File: config.mk
export PLATFORM = sky130hd
export DESIGN_NAME = rmi_top
export DESIGN_NICKNAME = d
export VERILOG_FILES = /design/src/rmi_top.v
export VERILOG_INCLUDE_DIRS = /design/src
export SDC_FILE = /design/constraint.sdc
export NUM_CORES = 1
export LEC_CHECK = 0
export ABC_CLOCK_PERIOD_IN_PS = 8200
export BUFFER_PORTS_ARGS = -buffer_cell sky130_fd_sc_hd__buf_4
export CORE_ASPECT_RATIO = 1.2
export CORE_MARGIN = 2
export CORE_UTILIZATION = 59
export DETAILED_ROUTE_END_ITERATION = 7
export PLACE_DENSITY = 0.82
export SYNTH_ARGS = -nofsm -noshare
export SYNTH_HDL_FRONTEND = slang
export SYNTH_SLANG_ARGS = --single-unit
File: constraint.sdc
create_clock -name SYS_CLK -period 8.2 [get_ports SYS_CLK]
set_clock_uncertainty 0.15 [all_clocks]
set_input_delay 0.41 -clock SYS_CLK [delete_from_list [all_inputs] [get_ports SYS_CLK]]
set_output_delay 0.41 -clock SYS_CLK [all_outputs]
set_load 0.03 [all_outputs]
File: src/rmi_map.vh
// rmi_map.vh: constants of the remote message interface
`ifndef RMI_MAP_VH
`define RMI_MAP_VH
// register byte offsets
`define RMI_OFS_CTRL 4'h0
`define RMI_OFS_ADDR 4'h4
`define RMI_OFS_STAT 4'h8
// control register fields
`define RMI_CTL_IF 0
`define RMI_CTL_PAR 2:1
`define RMI_CTL_LANG 3
`define RMI_CTL_REM 4
`define RMI_CTL_CLR 5
// characters
`define RMI_CH_LF 8'h0A
`define RMI_CH_CR 8'h0D
`define RMI_CH_ETX 8'h03
`define RMI_CH_COMMA 8'h2C
`define RMI_CH_PLUS 8'h2B
`define RMI_CH_MINUS 8'h2D
`define RMI_CH_DOT 8'h2E
`define RMI_CH_EXP 8'h45
`define RMI_CH_DIGIT 4'h3
// reading layout
`define RMI_POS_DIG0 4'h1
`define RMI_POS_DOT 4'h2
`define RMI_POS_FRAC 4'h3
`define RMI_POS_EXP 4'hB
`define RMI_POS_ESGN 4'hC
`define RMI_POS_EHI 4'hD
`define RMI_POS_ELO 4'hE
`define RMI_POS_COMMA 4'hF
// response limit, talk-only address
`define RMI_RESP_MAX 7'h4F
`define RMI_TALK_ONLY 5'h1F
// parity codes and defaults
`define RMI_PAR_NONE 2'h0
`define RMI_PAR_EVEN 2'h1
`define RMI_PAR_ODD 2'h2
`define RMI_PAR_BAD 2'h3
`define RMI_BITS_8 4'h8
`define RMI_BITS_7 4'h7
`define RMI_STOP_BITS 2'h2
`define RMI_ADDR_DEF 5'h16
// formatter states
`define RMI_F_IDLE 3'h0
`define RMI_F_RDG 3'h1
`define RMI_F_NEXT 3'h2
`define RMI_F_RESP 3'h3
`define RMI_F_CR 3'h4
`define RMI_F_LF 3'h5
`endif

File: src/rmi_top.v
// rmi_top.v: remote message front end with clear, formatter and settings
`include "rmi_map.vh"
module rmi_top (
  // clock, reset, enable
  input wire SYS_CLK,
  input wire RST,
  input wire CE,
  // register port
  input wire [3:0] ADDR,
  input wire [7:0] WDATA,
  input wire WR,
  input wire RD,
  output reg [7:0] RDATA,
  // received bytes from the interface engines
  input wire RX_VALID,
  input wire [7:0] RX_DATA,
  input wire RX_EOI,
  input wire RX_SERIAL,
  input wire GPIB_DCL,
  // message bytes toward the parser
  output reg MSG_VALID,
  output reg [7:0] MSG_DATA,
  output reg PATH_ROOT,
  // clear actions
  output reg MEAS_ABORT,
  output reg TRIG_IDLE,
  output reg BUF_FLUSH,
  output reg DTR,
  // readings in
  input wire RD_VALID,
  input wire RD_NEG,
  input wire [35:0] RD_DIG,
  input wire RD_EXP_NEG,
  input wire [7:0] RD_EXP,
  input wire RD_LAST,
  output reg RD_READY,
  // non-reading responses in
  input wire RESP_VALID,
  input wire [7:0] RESP_DATA,
  input wire RESP_LAST,
  output reg RESP_READY,
  // transmit characters
  output reg TX_VALID,
  output reg [7:0] TX_DATA,
  output reg [10:0] TX_FRAME,
  input wire TX_READY,
  input wire TALK_ADDR,
  // settings out
  output reg IF_GPIB,
  output reg IF_SERIAL,
  output reg TALK_ONLY,
  output reg LANG_ALT,
  output reg [3:0] SER_DATA_BITS,
  output reg SER_PAR_EN,
  output reg SER_PAR_ODD,
  output reg [1:0] SER_STOP_BITS,
  // non-volatile store
  input wire NV_IFSEL,
  input wire [1:0] NV_PARITY,
  input wire NV_LANG,
  output reg NV_STORE
);

  // settings
  reg ifsel;
  reg [1:0] par;
  reg lang;
  reg remote;
  reg [4:0] gaddr;
  reg nv_wait;
  // receive stage
  reg stg_v;
  reg [7:0] stg_d;
  reg stg_e;
  // formatter
  reg [2:0] st;
  reg [3:0] pos;
  reg [6:0] cnt;
  reg l_neg;
  reg [35:0] l_dig;
  reg l_eneg;
  reg [7:0] l_exp;
  reg l_last;

  // combinational values
  reg [2:0] next_st;
  reg [3:0] next_pos;
  reg [6:0] next_cnt;
  reg next_tv;
  reg [7:0] next_td;
  reg next_out_v;
  reg [7:0] next_out_d;
  reg next_end;
  reg next_stg_v;
  reg [7:0] next_stg_d;
  reg next_stg_e;

  wire slot = !TX_VALID | TX_READY;
  wire rd_take = RD_VALID & RD_READY;
  wire resp_take = RESP_VALID & RESP_READY;
  wire rx_ok = RX_VALID & (RX_SERIAL == ifsel);
  wire ctrlc = rx_ok & ifsel & (RX_DATA == `RMI_CH_ETX);
  wire sw_clr = WR & (ADDR == `RMI_OFS_CTRL) & WDATA[`RMI_CTL_CLR];
  wire clr = (GPIB_DCL & !ifsel) | ctrlc | sw_clr;
  wire talk_only = (gaddr == `RMI_TALK_ONLY);
  // serial may send in local when talk-only
  wire allow = ifsel ? (remote | talk_only) : (TALK_ADDR | talk_only);
  wire [2:0] term = ifsel ? `RMI_F_CR : `RMI_F_LF;
  wire ctl_wr = WR & (ADDR == `RMI_OFS_CTRL);

  // ascii digit from a bcd nibble
  function [7:0] asc;
    input [3:0] d;
    begin
      asc = {`RMI_CH_DIGIT, d};
    end
  endfunction

  // one character of a reading at a position
  function [7:0] rdg_char;
    input [3:0] p;
    input neg;
    input [35:0] dig;
    input eneg;
    input [7:0] ex;
    reg [35:0] sh;
    begin
      sh = dig << {p - `RMI_POS_FRAC, 2'b00};
      if (p == 4'h0)
        rdg_char = neg ? `RMI_CH_MINUS : `RMI_CH_PLUS;
      else if (p == `RMI_POS_DIG0)
        rdg_char = asc(dig[35:32]);
      else if (p == `RMI_POS_DOT)
        rdg_char = `RMI_CH_DOT;
      else if (p < `RMI_POS_EXP)
        rdg_char = asc(sh[31:28]);
      else if (p == `RMI_POS_EXP)
        rdg_char = `RMI_CH_EXP;
      else if (p == `RMI_POS_ESGN)
        rdg_char = eneg ? `RMI_CH_MINUS : `RMI_CH_PLUS;
      else if (p == `RMI_POS_EHI)
        rdg_char = asc(ex[7:4]);
      else if (p == `RMI_POS_ELO)
        rdg_char = asc(ex[3:0]);
      else
        rdg_char = `RMI_CH_COMMA;
    end
  endfunction

  // serial frame, lsb first: start, data, parity unless none, two stops
  function [10:0] frame;
    input [7:0] d;
    input [1:0] pm;
    begin
      if (pm == `RMI_PAR_NONE)
        frame = {2'b11, d, 1'b0};
      else
        frame = {2'b11, (pm == `RMI_PAR_ODD) ^ (^d[6:0]), d[6:0], 1'b0};
    end
  endfunction

  // terminator detection with a one-byte stage for carriage return
  always @* begin
    next_out_v = 1'b0;
    next_out_d = stg_d;
    next_end = 1'b0;
    next_stg_v = stg_v;
    next_stg_d = stg_d;
    next_stg_e = stg_e;
    if (stg_v & !(stg_d == `RMI_CH_CR & !stg_e)) begin
      next_out_v = 1'b1;
      next_end = stg_e;
      next_stg_v = 1'b0;
    end
    if (rx_ok & !ctrlc) begin
      if (stg_v & stg_d == `RMI_CH_CR & !stg_e) begin
        if (RX_DATA == `RMI_CH_LF) begin
          next_end = 1'b1;
          next_stg_v = 1'b0;
        end else begin
          next_out_v = 1'b1;
          next_stg_d = RX_DATA;
          next_stg_e = RX_EOI;
        end
      end else if (RX_DATA == `RMI_CH_LF) begin
        next_end = 1'b1;
      end else if (RX_DATA == `RMI_CH_CR & !RX_EOI) begin
        next_stg_v = 1'b1;
        next_stg_d = RX_DATA;
        next_stg_e = 1'b0;
      end else if (next_out_v) begin
        next_stg_v = 1'b1;
        next_stg_d = RX_DATA;
        next_stg_e = RX_EOI;
      end else begin
        next_out_v = 1'b1;
        next_out_d = RX_DATA;
        next_end = RX_EOI;
      end
    end
  end

  // output formatter
  always @* begin
    next_st = st;
    next_pos = pos;
    next_cnt = cnt;
    next_tv = TX_VALID & !TX_READY;
    next_td = TX_DATA;
    case (st)
      `RMI_F_IDLE, `RMI_F_NEXT: begin
        if (rd_take) begin
          next_st = `RMI_F_RDG;
          next_pos = 4'h0;
        end else if (st == `RMI_F_IDLE & RESP_VALID & allow) begin
          next_st = `RMI_F_RESP;
          next_cnt = 7'h00;
        end
      end
      `RMI_F_RDG: begin
        if (slot) begin
          next_tv = 1'b1;
          next_td = rdg_char(pos, l_neg, l_dig, l_eneg, l_exp);
          next_pos = pos + 4'h1;
          if (pos == `RMI_POS_ELO & l_last)
            next_st = term;
          else if (pos == `RMI_POS_COMMA)
            next_st = `RMI_F_NEXT;
        end
      end
      `RMI_F_RESP: begin
        if (resp_take) begin
          if (cnt < `RMI_RESP_MAX) begin
            next_tv = 1'b1;
            next_td = RESP_DATA;
            next_cnt = cnt + 7'h01;
          end
          if (RESP_LAST)
            next_st = term;
        end
      end
      `RMI_F_CR: begin
        if (slot) begin
          next_tv = 1'b1;
          next_td = `RMI_CH_CR;
          next_st = `RMI_F_LF;
        end
      end
      `RMI_F_LF: begin
        if (slot) begin
          next_tv = 1'b1;
          next_td = `RMI_CH_LF;
          next_st = `RMI_F_IDLE;
        end
      end
      default: next_st = `RMI_F_IDLE;
    endcase
  end

  // settings: factory values at reset, then loaded from store
  always @(posedge SYS_CLK or posedge RST) begin
    if (RST) begin
      ifsel <= 1'b0;
      par <= `RMI_PAR_EVEN;
      lang <= 1'b0;
      remote <= 1'b0;
      gaddr <= `RMI_ADDR_DEF;
      nv_wait <= 1'b1;
      NV_STORE <= 1'b0;
    end else if (CE) begin
      NV_STORE <= 1'b0;
      if (nv_wait) begin
        nv_wait <= 1'b0;
        ifsel <= NV_IFSEL;
        if (NV_PARITY != `RMI_PAR_BAD)
          par <= NV_PARITY;
        lang <= NV_LANG;
      end else if (ctl_wr) begin
        ifsel <= WDATA[`RMI_CTL_IF];
        if (WDATA[`RMI_CTL_PAR] != `RMI_PAR_BAD)
          par <= WDATA[`RMI_CTL_PAR];
        lang <= WDATA[`RMI_CTL_LANG];
        remote <= WDATA[`RMI_CTL_REM];
        NV_STORE <= 1'b1;
      end
      if (WR & ADDR == `RMI_OFS_ADDR)
        gaddr <= WDATA[4:0];
    end
  end

  // settings outputs, one interface enabled at a time
  always @(posedge SYS_CLK or posedge RST) begin
    if (RST) begin
      IF_GPIB <= 1'b1;
      IF_SERIAL <= 1'b0;
      TALK_ONLY <= 1'b0;
      LANG_ALT <= 1'b0;
      SER_DATA_BITS <= `RMI_BITS_7;
      SER_PAR_EN <= 1'b1;
      SER_PAR_ODD <= 1'b0;
      SER_STOP_BITS <= `RMI_STOP_BITS;
    end else if (CE) begin
      IF_GPIB <= !ifsel;
      IF_SERIAL <= ifsel;
      TALK_ONLY <= talk_only;
      LANG_ALT <= lang;
      SER_DATA_BITS <= (par == `RMI_PAR_NONE) ? `RMI_BITS_8 : `RMI_BITS_7;
      SER_PAR_EN <= (par != `RMI_PAR_NONE);
      SER_PAR_ODD <= (par == `RMI_PAR_ODD);
      SER_STOP_BITS <= `RMI_STOP_BITS;
    end
  end

  // receive path and message end; clear drops the held byte and the MSG_VALID and PATH_ROOT pulses
  always @(posedge SYS_CLK or posedge RST) begin
    if (RST) begin
      stg_v <= 1'b0;
      stg_d <= 8'h00;
      stg_e <= 1'b0;
      MSG_VALID <= 1'b0;
      MSG_DATA <= 8'h00;
      PATH_ROOT <= 1'b0;
    end else if (CE) begin
      if (clr) begin
        stg_v <= 1'b0;
        MSG_VALID <= 1'b0;
        PATH_ROOT <= 1'b0;
      end else begin
        stg_v <= next_stg_v;
        stg_d <= next_stg_d;
        stg_e <= next_stg_e;
        MSG_VALID <= next_out_v;
        MSG_DATA <= next_out_v ? next_out_d : MSG_DATA;
        PATH_ROOT <= next_end;
      end
    end
  end

  // clear actions; status and settings are not touched here
  always @(posedge SYS_CLK or posedge RST) begin
    if (RST) begin
      MEAS_ABORT <= 1'b0;
      TRIG_IDLE <= 1'b0;
      BUF_FLUSH <= 1'b0;
      DTR <= 1'b1;
    end else if (CE) begin
      MEAS_ABORT <= clr;
      TRIG_IDLE <= clr;
      BUF_FLUSH <= clr;
      DTR <= clr | (next_st == `RMI_F_IDLE);
    end
  end

  // formatter state and transmit holding register
  always @(posedge SYS_CLK or posedge RST) begin
    if (RST) begin
      st <= `RMI_F_IDLE;
      pos <= 4'h0;
      cnt <= 7'h00;
      l_neg <= 1'b0;
      l_dig <= 36'h0;
      l_eneg <= 1'b0;
      l_exp <= 8'h00;
      l_last <= 1'b0;
      TX_VALID <= 1'b0;
      TX_DATA <= 8'h00;
      TX_FRAME <= 11'h7FF;
      RD_READY <= 1'b0;
      RESP_READY <= 1'b0;
    end else if (CE) begin
      if (clr) begin
        st <= `RMI_F_IDLE;
        TX_VALID <= 1'b0;
        RD_READY <= 1'b0;
        RESP_READY <= 1'b0;
      end else begin
        st <= next_st;
        pos <= next_pos;
        cnt <= next_cnt;
        TX_VALID <= next_tv;
        TX_DATA <= next_td;
        TX_FRAME <= frame(next_td, par);
        if (rd_take) begin
          l_neg <= RD_NEG;
          l_dig <= RD_DIG;
          l_eneg <= RD_EXP_NEG;
          l_exp <= RD_EXP;
          l_last <= RD_LAST;
        end
        RD_READY <= allow & (next_st == `RMI_F_IDLE | next_st == `RMI_F_NEXT);
        RESP_READY <= (next_st == `RMI_F_RESP) & !next_tv;
      end
    end
  end

  // register read, data one cycle after the strobe
  always @(posedge SYS_CLK or posedge RST) begin
    if (RST) begin
      RDATA <= 8'h00;
    end else if (CE) begin
      RDATA <= 8'h00;
      if (RD) begin
        case (ADDR)
          `RMI_OFS_CTRL: RDATA <= {3'b000, remote, lang, par, ifsel};
          `RMI_OFS_ADDR: RDATA <= {3'b000, gaddr};
          `RMI_OFS_STAT: RDATA <= {3'b000, nv_wait, stg_v, talk_only, DTR, st != `RMI_F_IDLE};
          default: RDATA <= 8'h00;
        endcase
      end
    end
  end

endmodule

======== After elaboration in Yosys (flattened, before gate mapping) ========
Cells that the tools add are included.
storage, ports and cells
  bits in registers ....................... 135
  bits of input ports ..................... 93
  output and inout port bits .............. 57
  word-level logic and storage cells ...... 235
operators by class
  add/sub/neg operators ................... 3
  order comparisons ....................... 2
  equality and inequality tests ........... 32
  shift operators ......................... 1
  mux-type cells .......................... 96
  bitwise gates (word level) .............. 32
  reduce and logical (&&, ||, !) cells .... 33
operators with widths
  operator                                                          number
  8-bit 2-to-1 mux                                                  15
  7-bit 2-to-1 mux                                                  9
  1-bit 2-to-1 mux                                                  42
  3-bit 2-to-1 mux                                                  12
  36-bit by 6-bit << shifter with 32-bit output                     1
  8-bit case mux with 4 select lines                                1
  4-bit == test (second input constant)                             6
  8-bit by 4-bit == test with 1-bit output (second input constant)  3
  1-bit AND                                                         21
  5-bit 2-to-1 mux                                                  4
  2-bit != test (second input constant)                             8
  3-bit case mux with 5 select lines                                1
  5-bit case mux with 3 select lines                                1
  7-bit case mux with 2 select lines                                1
  3-bit by 2-bit == test with 1-bit output (second input constant)  4
  4-bit 2-to-1 mux                                                  3
  5-bit AND reduction                                               2
  2-bit nonzero test                                                5
  9-bit 2-to-1 mux                                                  1
  3-bit AND reduction                                               3
  8-bit by 2-bit == test with 1-bit output (second input constant)  1
  1-bit zero test                                                   8
  4-bit zero test                                                   2
  2-bit 2-to-1 mux                                                  4
  other kinds (28)                                                  41

======== Depth between registers and ports, before layout ========
  depth in word-level cells ............... 14
  gate-level depth with buffers ........... 13
  mapped depth without buffers ............ 11

======== Worst setup path before layout ========
Ideal clock, no wire load.
  kind .................................... flip-flop to flip-flop
  start point ............................. reg pos[0]
  end point ............................... reg TX_FRAME[8]
  library setup time ...................... 0.073 ns
  arrival time ............................ 3.456 ns
  data required time ...................... 7.977 ns
  path slack .............................. 4.521 ns
  stages on the path, launching flop included .. 13
  path buffers ............................ 2
  period minus slack after synthesis ...... 3.679 ns
  cells stage by stage .................... dfrtp_1 -> clkbuf_1 -> inv_1 -> ha_1 -> clkbuf_1 -> mux4_2 -> a211o_1 -> o2111ai_1 -> o2111a_1 -> xnor3_1 -> xnor3_1 -> a211o_1 -> a21oi_1
between the ends
  cells in the longest elaborated chain, start to end .. 14
  elaborated cells between the ends (all ways) .. 23
  classes of those cells .................. add/sub (1); order compare (1); eq/ne (6); shift (1); mux (11); bitwise (1); reduce/logical (2)
ends and longest elaborated chain
  element                                                                                              line           source
  start: declaration                                                                                   rmi_top.v:77   reg [3:0] pos;
  start signal: assignment                                                                             rmi_top.v:378  pos <= next_pos;
  parallel branches: the longest is 8 deep, another holds 4-bit by 2-bit subtractor with 4-bit output  -
  7-bit 2-to-1 mux (*)                                                                                 rmi_top.v:129  if (p == 4'h0)
  8-bit 2-to-1 mux (*)                                                                                 rmi_top.v:221  if (slot) begin
  8-bit case mux with 4 select lines (*)                                                               rmi_top.v:210  case (st)
  7-bit XOR reduction (*)                                                                              rmi_top.v:158  frame = {2'b11, (pm == `RMI_PAR_ODD) ^ (^d[6:0]), d[6:0], 1'b0};
  1-bit bitwise XOR (*)                                                                                rmi_top.v:158
  9-bit 2-to-1 mux (*)                                                                                 rmi_top.v:155  if (pm == `RMI_PAR_NONE)
  end signal: assignment                                                                               rmi_top.v:382  TX_FRAME <= frame(next_td, par);
  end: declaration                                                                                     rmi_top.v:45   output reg [10:0] TX_FRAME,
Every way passes the cells marked *.
A chain may end at the register's enable or synchronous reset.

======== Worst setup path after layout ========
Ends and elaborated chain as after synthesis.

==> flow_summary.json <==
{
  "h-tree-depth": 4,
  "grt_setup_unrepaired": "false",
  "grt_pass1_wl_um": 27200,
  "dp_cells": 843,
  "clkSinkCount": 127,
  "tightest_slew_ps": 1340,
  "cp.arrival_ps": 4250,
  "clockBufferDepth": 2,
  "place_congestion": 0.873,
  "grt_remaining_overflow": 0,
  "routed_wl_um": 16600,
  "synth_async_sr_flop_share_pct": 100,
  "worstPathRequired_ps": 8390,
  "slew_headroom_pct": 9.83,
  "antenna_found_initial": 0,
  "wl_per_cell_um": 18.9,
  "start_util_pct": 60.5,
  "dp_hpwl_um": 11700,
  "cap_violations": 0,
  "numCtsBuffers": 17,
  "ys_ff_latch": 127,
  "period_minus_slack_ps": 4060,
  "fp.dieW_um": 101,
  "synth_edf_count": 0,
  "hold_class": "input port to flip-flop",
  "grtUsageTotal_pct": 29.1,
  "ant_nets": 0,
  "area_delta_synth_final_pct": 25.9,
  "die_area_um2": 12100,
  "r2r_start": "pos[0]$_DFFE_PP0P_",
  "hold_end": "l_dig[28]$_DFFE_PP0P_",
  "io_pins": 150,
  "finalHoldViolations": 0,
  "tns_ps": 0,
  "cts_tree": "done",
  "synthMuxAreaShare_pct": 18.6,
  "power_density_nw_per_um2": 340,
  "final_cells": 876,
  "whs_path_depth": 2,
  "synthAdderAreaFrac_pct": 0.942,
  "top_layer_used": "met4",
  "ctsHoldBuffers": 1,
  "clock-root-buffer": "clkbuf_16",
  "max_freq_mhz": 246,
  "rrSetupSlack_ps": 4140,
  "yosysWarningCount": 0,
  "cts_resized": 0,
  "met3WireLength_um": 1100,
  "synth-xor-area-share_pct": 1.32,
  "core_um2": 11000,
  "synth_seq_area_share_pct": 48.2,
  "dr.pass1.iters": 5,
  "vias": 5282,
  "grt_max_degree": 77,
  "synth-simple-area-share_pct": 12.3,
  "drt-met1-wl_um": 6710,
  "rows": 42,
  "clk_latency_ps": 420,
  "period_share_pct": 49.5,
  "netlist_area_um2": 6640,
  "synth_compound_area_share_pct": 14.1,
  "status": "complete, no violations",
  "io_buffer_count": 140,
  "critPathLaunchType": "flip-flop",
  "worstSetupEndpointType": "flip-flop",
  "drt_iter0_markers": 359,
  "antenna_cells": 0,
  "drive_gt1_share_pct": 39.8,
  "via_per_inst": 6.03,
  "reg2reg_depth": 10,
  "ir_worst_vdd_mv": 0.213,
  "syn_avg_cell_area_um2": 10.9,
  "die_y_um": 120,
  "ys_types": 72,
  "fin_nets": 829,
  "met2WireLength_um": 8490,
  "clk_pin_slew_ps": 60,
  "drv_slew": 0,
  "holdCritStartpoint": "RD_DIG[28]",
  "path_class": "flip-flop to flip-flop",
  "drc": 0,
  "setup_viol": 0,
  "synth_top_family_by_area": "multiplexers",
  "r2r_end": "TX_FRAME[8]$_DFFE_PP1P_",
  "grt_pass1_vias": 5386,
  "crit_path_max_fanout": 14,
  "postCtsSetupBuffers": 0,
  "syn_inst": 608,
  "synth_top_flop_cell": "dfrtp_1",
  "p_leak_nw": 3.84
}
==> stage by stage <==
step / cell area [µm²] / total power, mW / worst slack (ps) / hold WS, ps / util [%]
final: 8360 / 2.84 / 4140 / 67.1 / 76.1
after detailed placement: 7700 / 2.01 / 4230 / 326 / 70.1
after global routing: 8360 / 2.98 / 3840 / 66.1 / 76.1
after floorplan: 6660 / 1.70 / 4280 / 315 / -
after CTS: 8360 / 2.84 / 4170 / 59.3 / 76.1
after global placement: 7700 / 1.97 / 4270 / 315 / 70.1
==> worst max path at each step <==
stage,cells past startpoint,start,end,slack [ps]
global placement,10,pos[0]$_DFFE_PP0P_,TX_FRAME[8]$_DFFE_PP1P_,4270
detailed placement,10,pos[0]$_DFFE_PP0P_,TX_FRAME[8]$_DFFE_PP1P_,4230
floorplan,1,RST,BUF_FLUSH$_DFFE_PP0P_,4280
global route,10,pos[0]$_DFFE_PP0P_,TX_FRAME[8]$_DFFE_PP1P_,3840
CTS,10,pos[0]$_DFFE_PP0P_,TX_FRAME[8]$_DFFE_PP1P_,4170
finish,10,pos[0]$_DFFE_PP0P_,TX_FRAME[8]$_DFFE_PP1P_,4140
==> state kept, by name, summed over array words and instances (netlist names), 2 cells and up <==
name	count
l_dig	36
TX_FRAME	9
MSG_DATA	8
TX_DATA	8
l_exp	8
stg_d	8
cnt	7
RDATA	5
gaddr	5
pos	4
st	3
SER_DATA_BITS	2
par	2
==> cell usage in the layout, fill, tap and decap left out, types with 16 or more instances in the layout <==
cell,count
a21oi_1,22
buf_4,144
clkbuf_16,17
dfrtp_1,110
dfstp_2,17
inv_1,17
mux2_2,82
nand2_1,42
nand3_1,16
nor2_1,44
o21ai_0,42
==> layer usage <==
layer / vias to the layer above / GRT usage (%)
li1: 2458 / -
met1: 2619 / 37.1
met2: 181 / 48.5
met3: 24 / 7.57
met4: 0 / 9.16
met5: - / 0
==> cell families after synthesis <==
kind of cell             count (synthesis)
AND/OR/NAND/NOR                        165
AO/OA/AOI/OAI                          136
flip-flops                             127
multiplexers                           103
buffers and inverters                   64
XOR/XNOR                                 6
adder cells (fa/ha/maj)                  5
other                                    2
==> synthesized netlist by cell type, types with 3 or more instances <==
cell	count	area share (%)
ha_1	5	0.94
clkbuf_1	27	1.5
mux2_2	82	14
o21a_1	11	1.2
nand2_1	42	2.4
nor2_1	44	2.5
mux2i_1	13	2.0
nor3_1	13	0.98
a21oi_1	22	1.7
a21o_1	3	0.34
inv_1	18	1.0
a211o_1	3	0.40
nand3b_1	6	0.68
a31oi_1	7	0.66
dfstp_2	17	6.7
dfrtp_1	110	41
nand2b_1	4	0.38
nand3_1	17	1.3
xnor2_1	3	0.40
o2bb2ai_1	8	1.1
o31ai_1	3	0.34
o21ai_0	42	3.2
buf_2	6	0.45
nor2b_1	9	0.85
buf_4	12	1.4
mux4_2	7	2.4
and2_1	5	0.47
nor3b_1	4	0.45
and3_1	4	0.38
a211oi_1	3	0.34
==> critical path: stages, from the launching register on <==
cell and delay [ps]:
dfrtp_1 590, ha_1 490, xnor2_2 540, mux4_1 640
o21ai_0 150, o21ai_0 150, a211oi_1 270, o22ai_1 150
xnor3_1 420, a211o_1 300, a21oi_1 130
==> power by group <==
| group | leakage [nW] | internal [mW] | switching (mW) |
|---|---|---|---|
| Sequential | 1.60 | 0.830 | 0.163 |
| Clock | 0.310 | 0.536 | 0.286 |
| Combinational | 1.93 | 0.491 | 0.537 |
| Total | 3.84 | 1.86 | 0.986 |
==> final cells by class <==
cell class / instances / area, µm²
flip-flops and latches: 127 / 3200
multi-input cells: 422 / 3190
fillers: 738 / 2620
repair buffers: 145 / 1090
clock buffers: 21 / 470
clock inverters: 11 / 179
well taps: 132 / 165
inverters: 18 / 70.1
(Power assumes the default switching activity.)
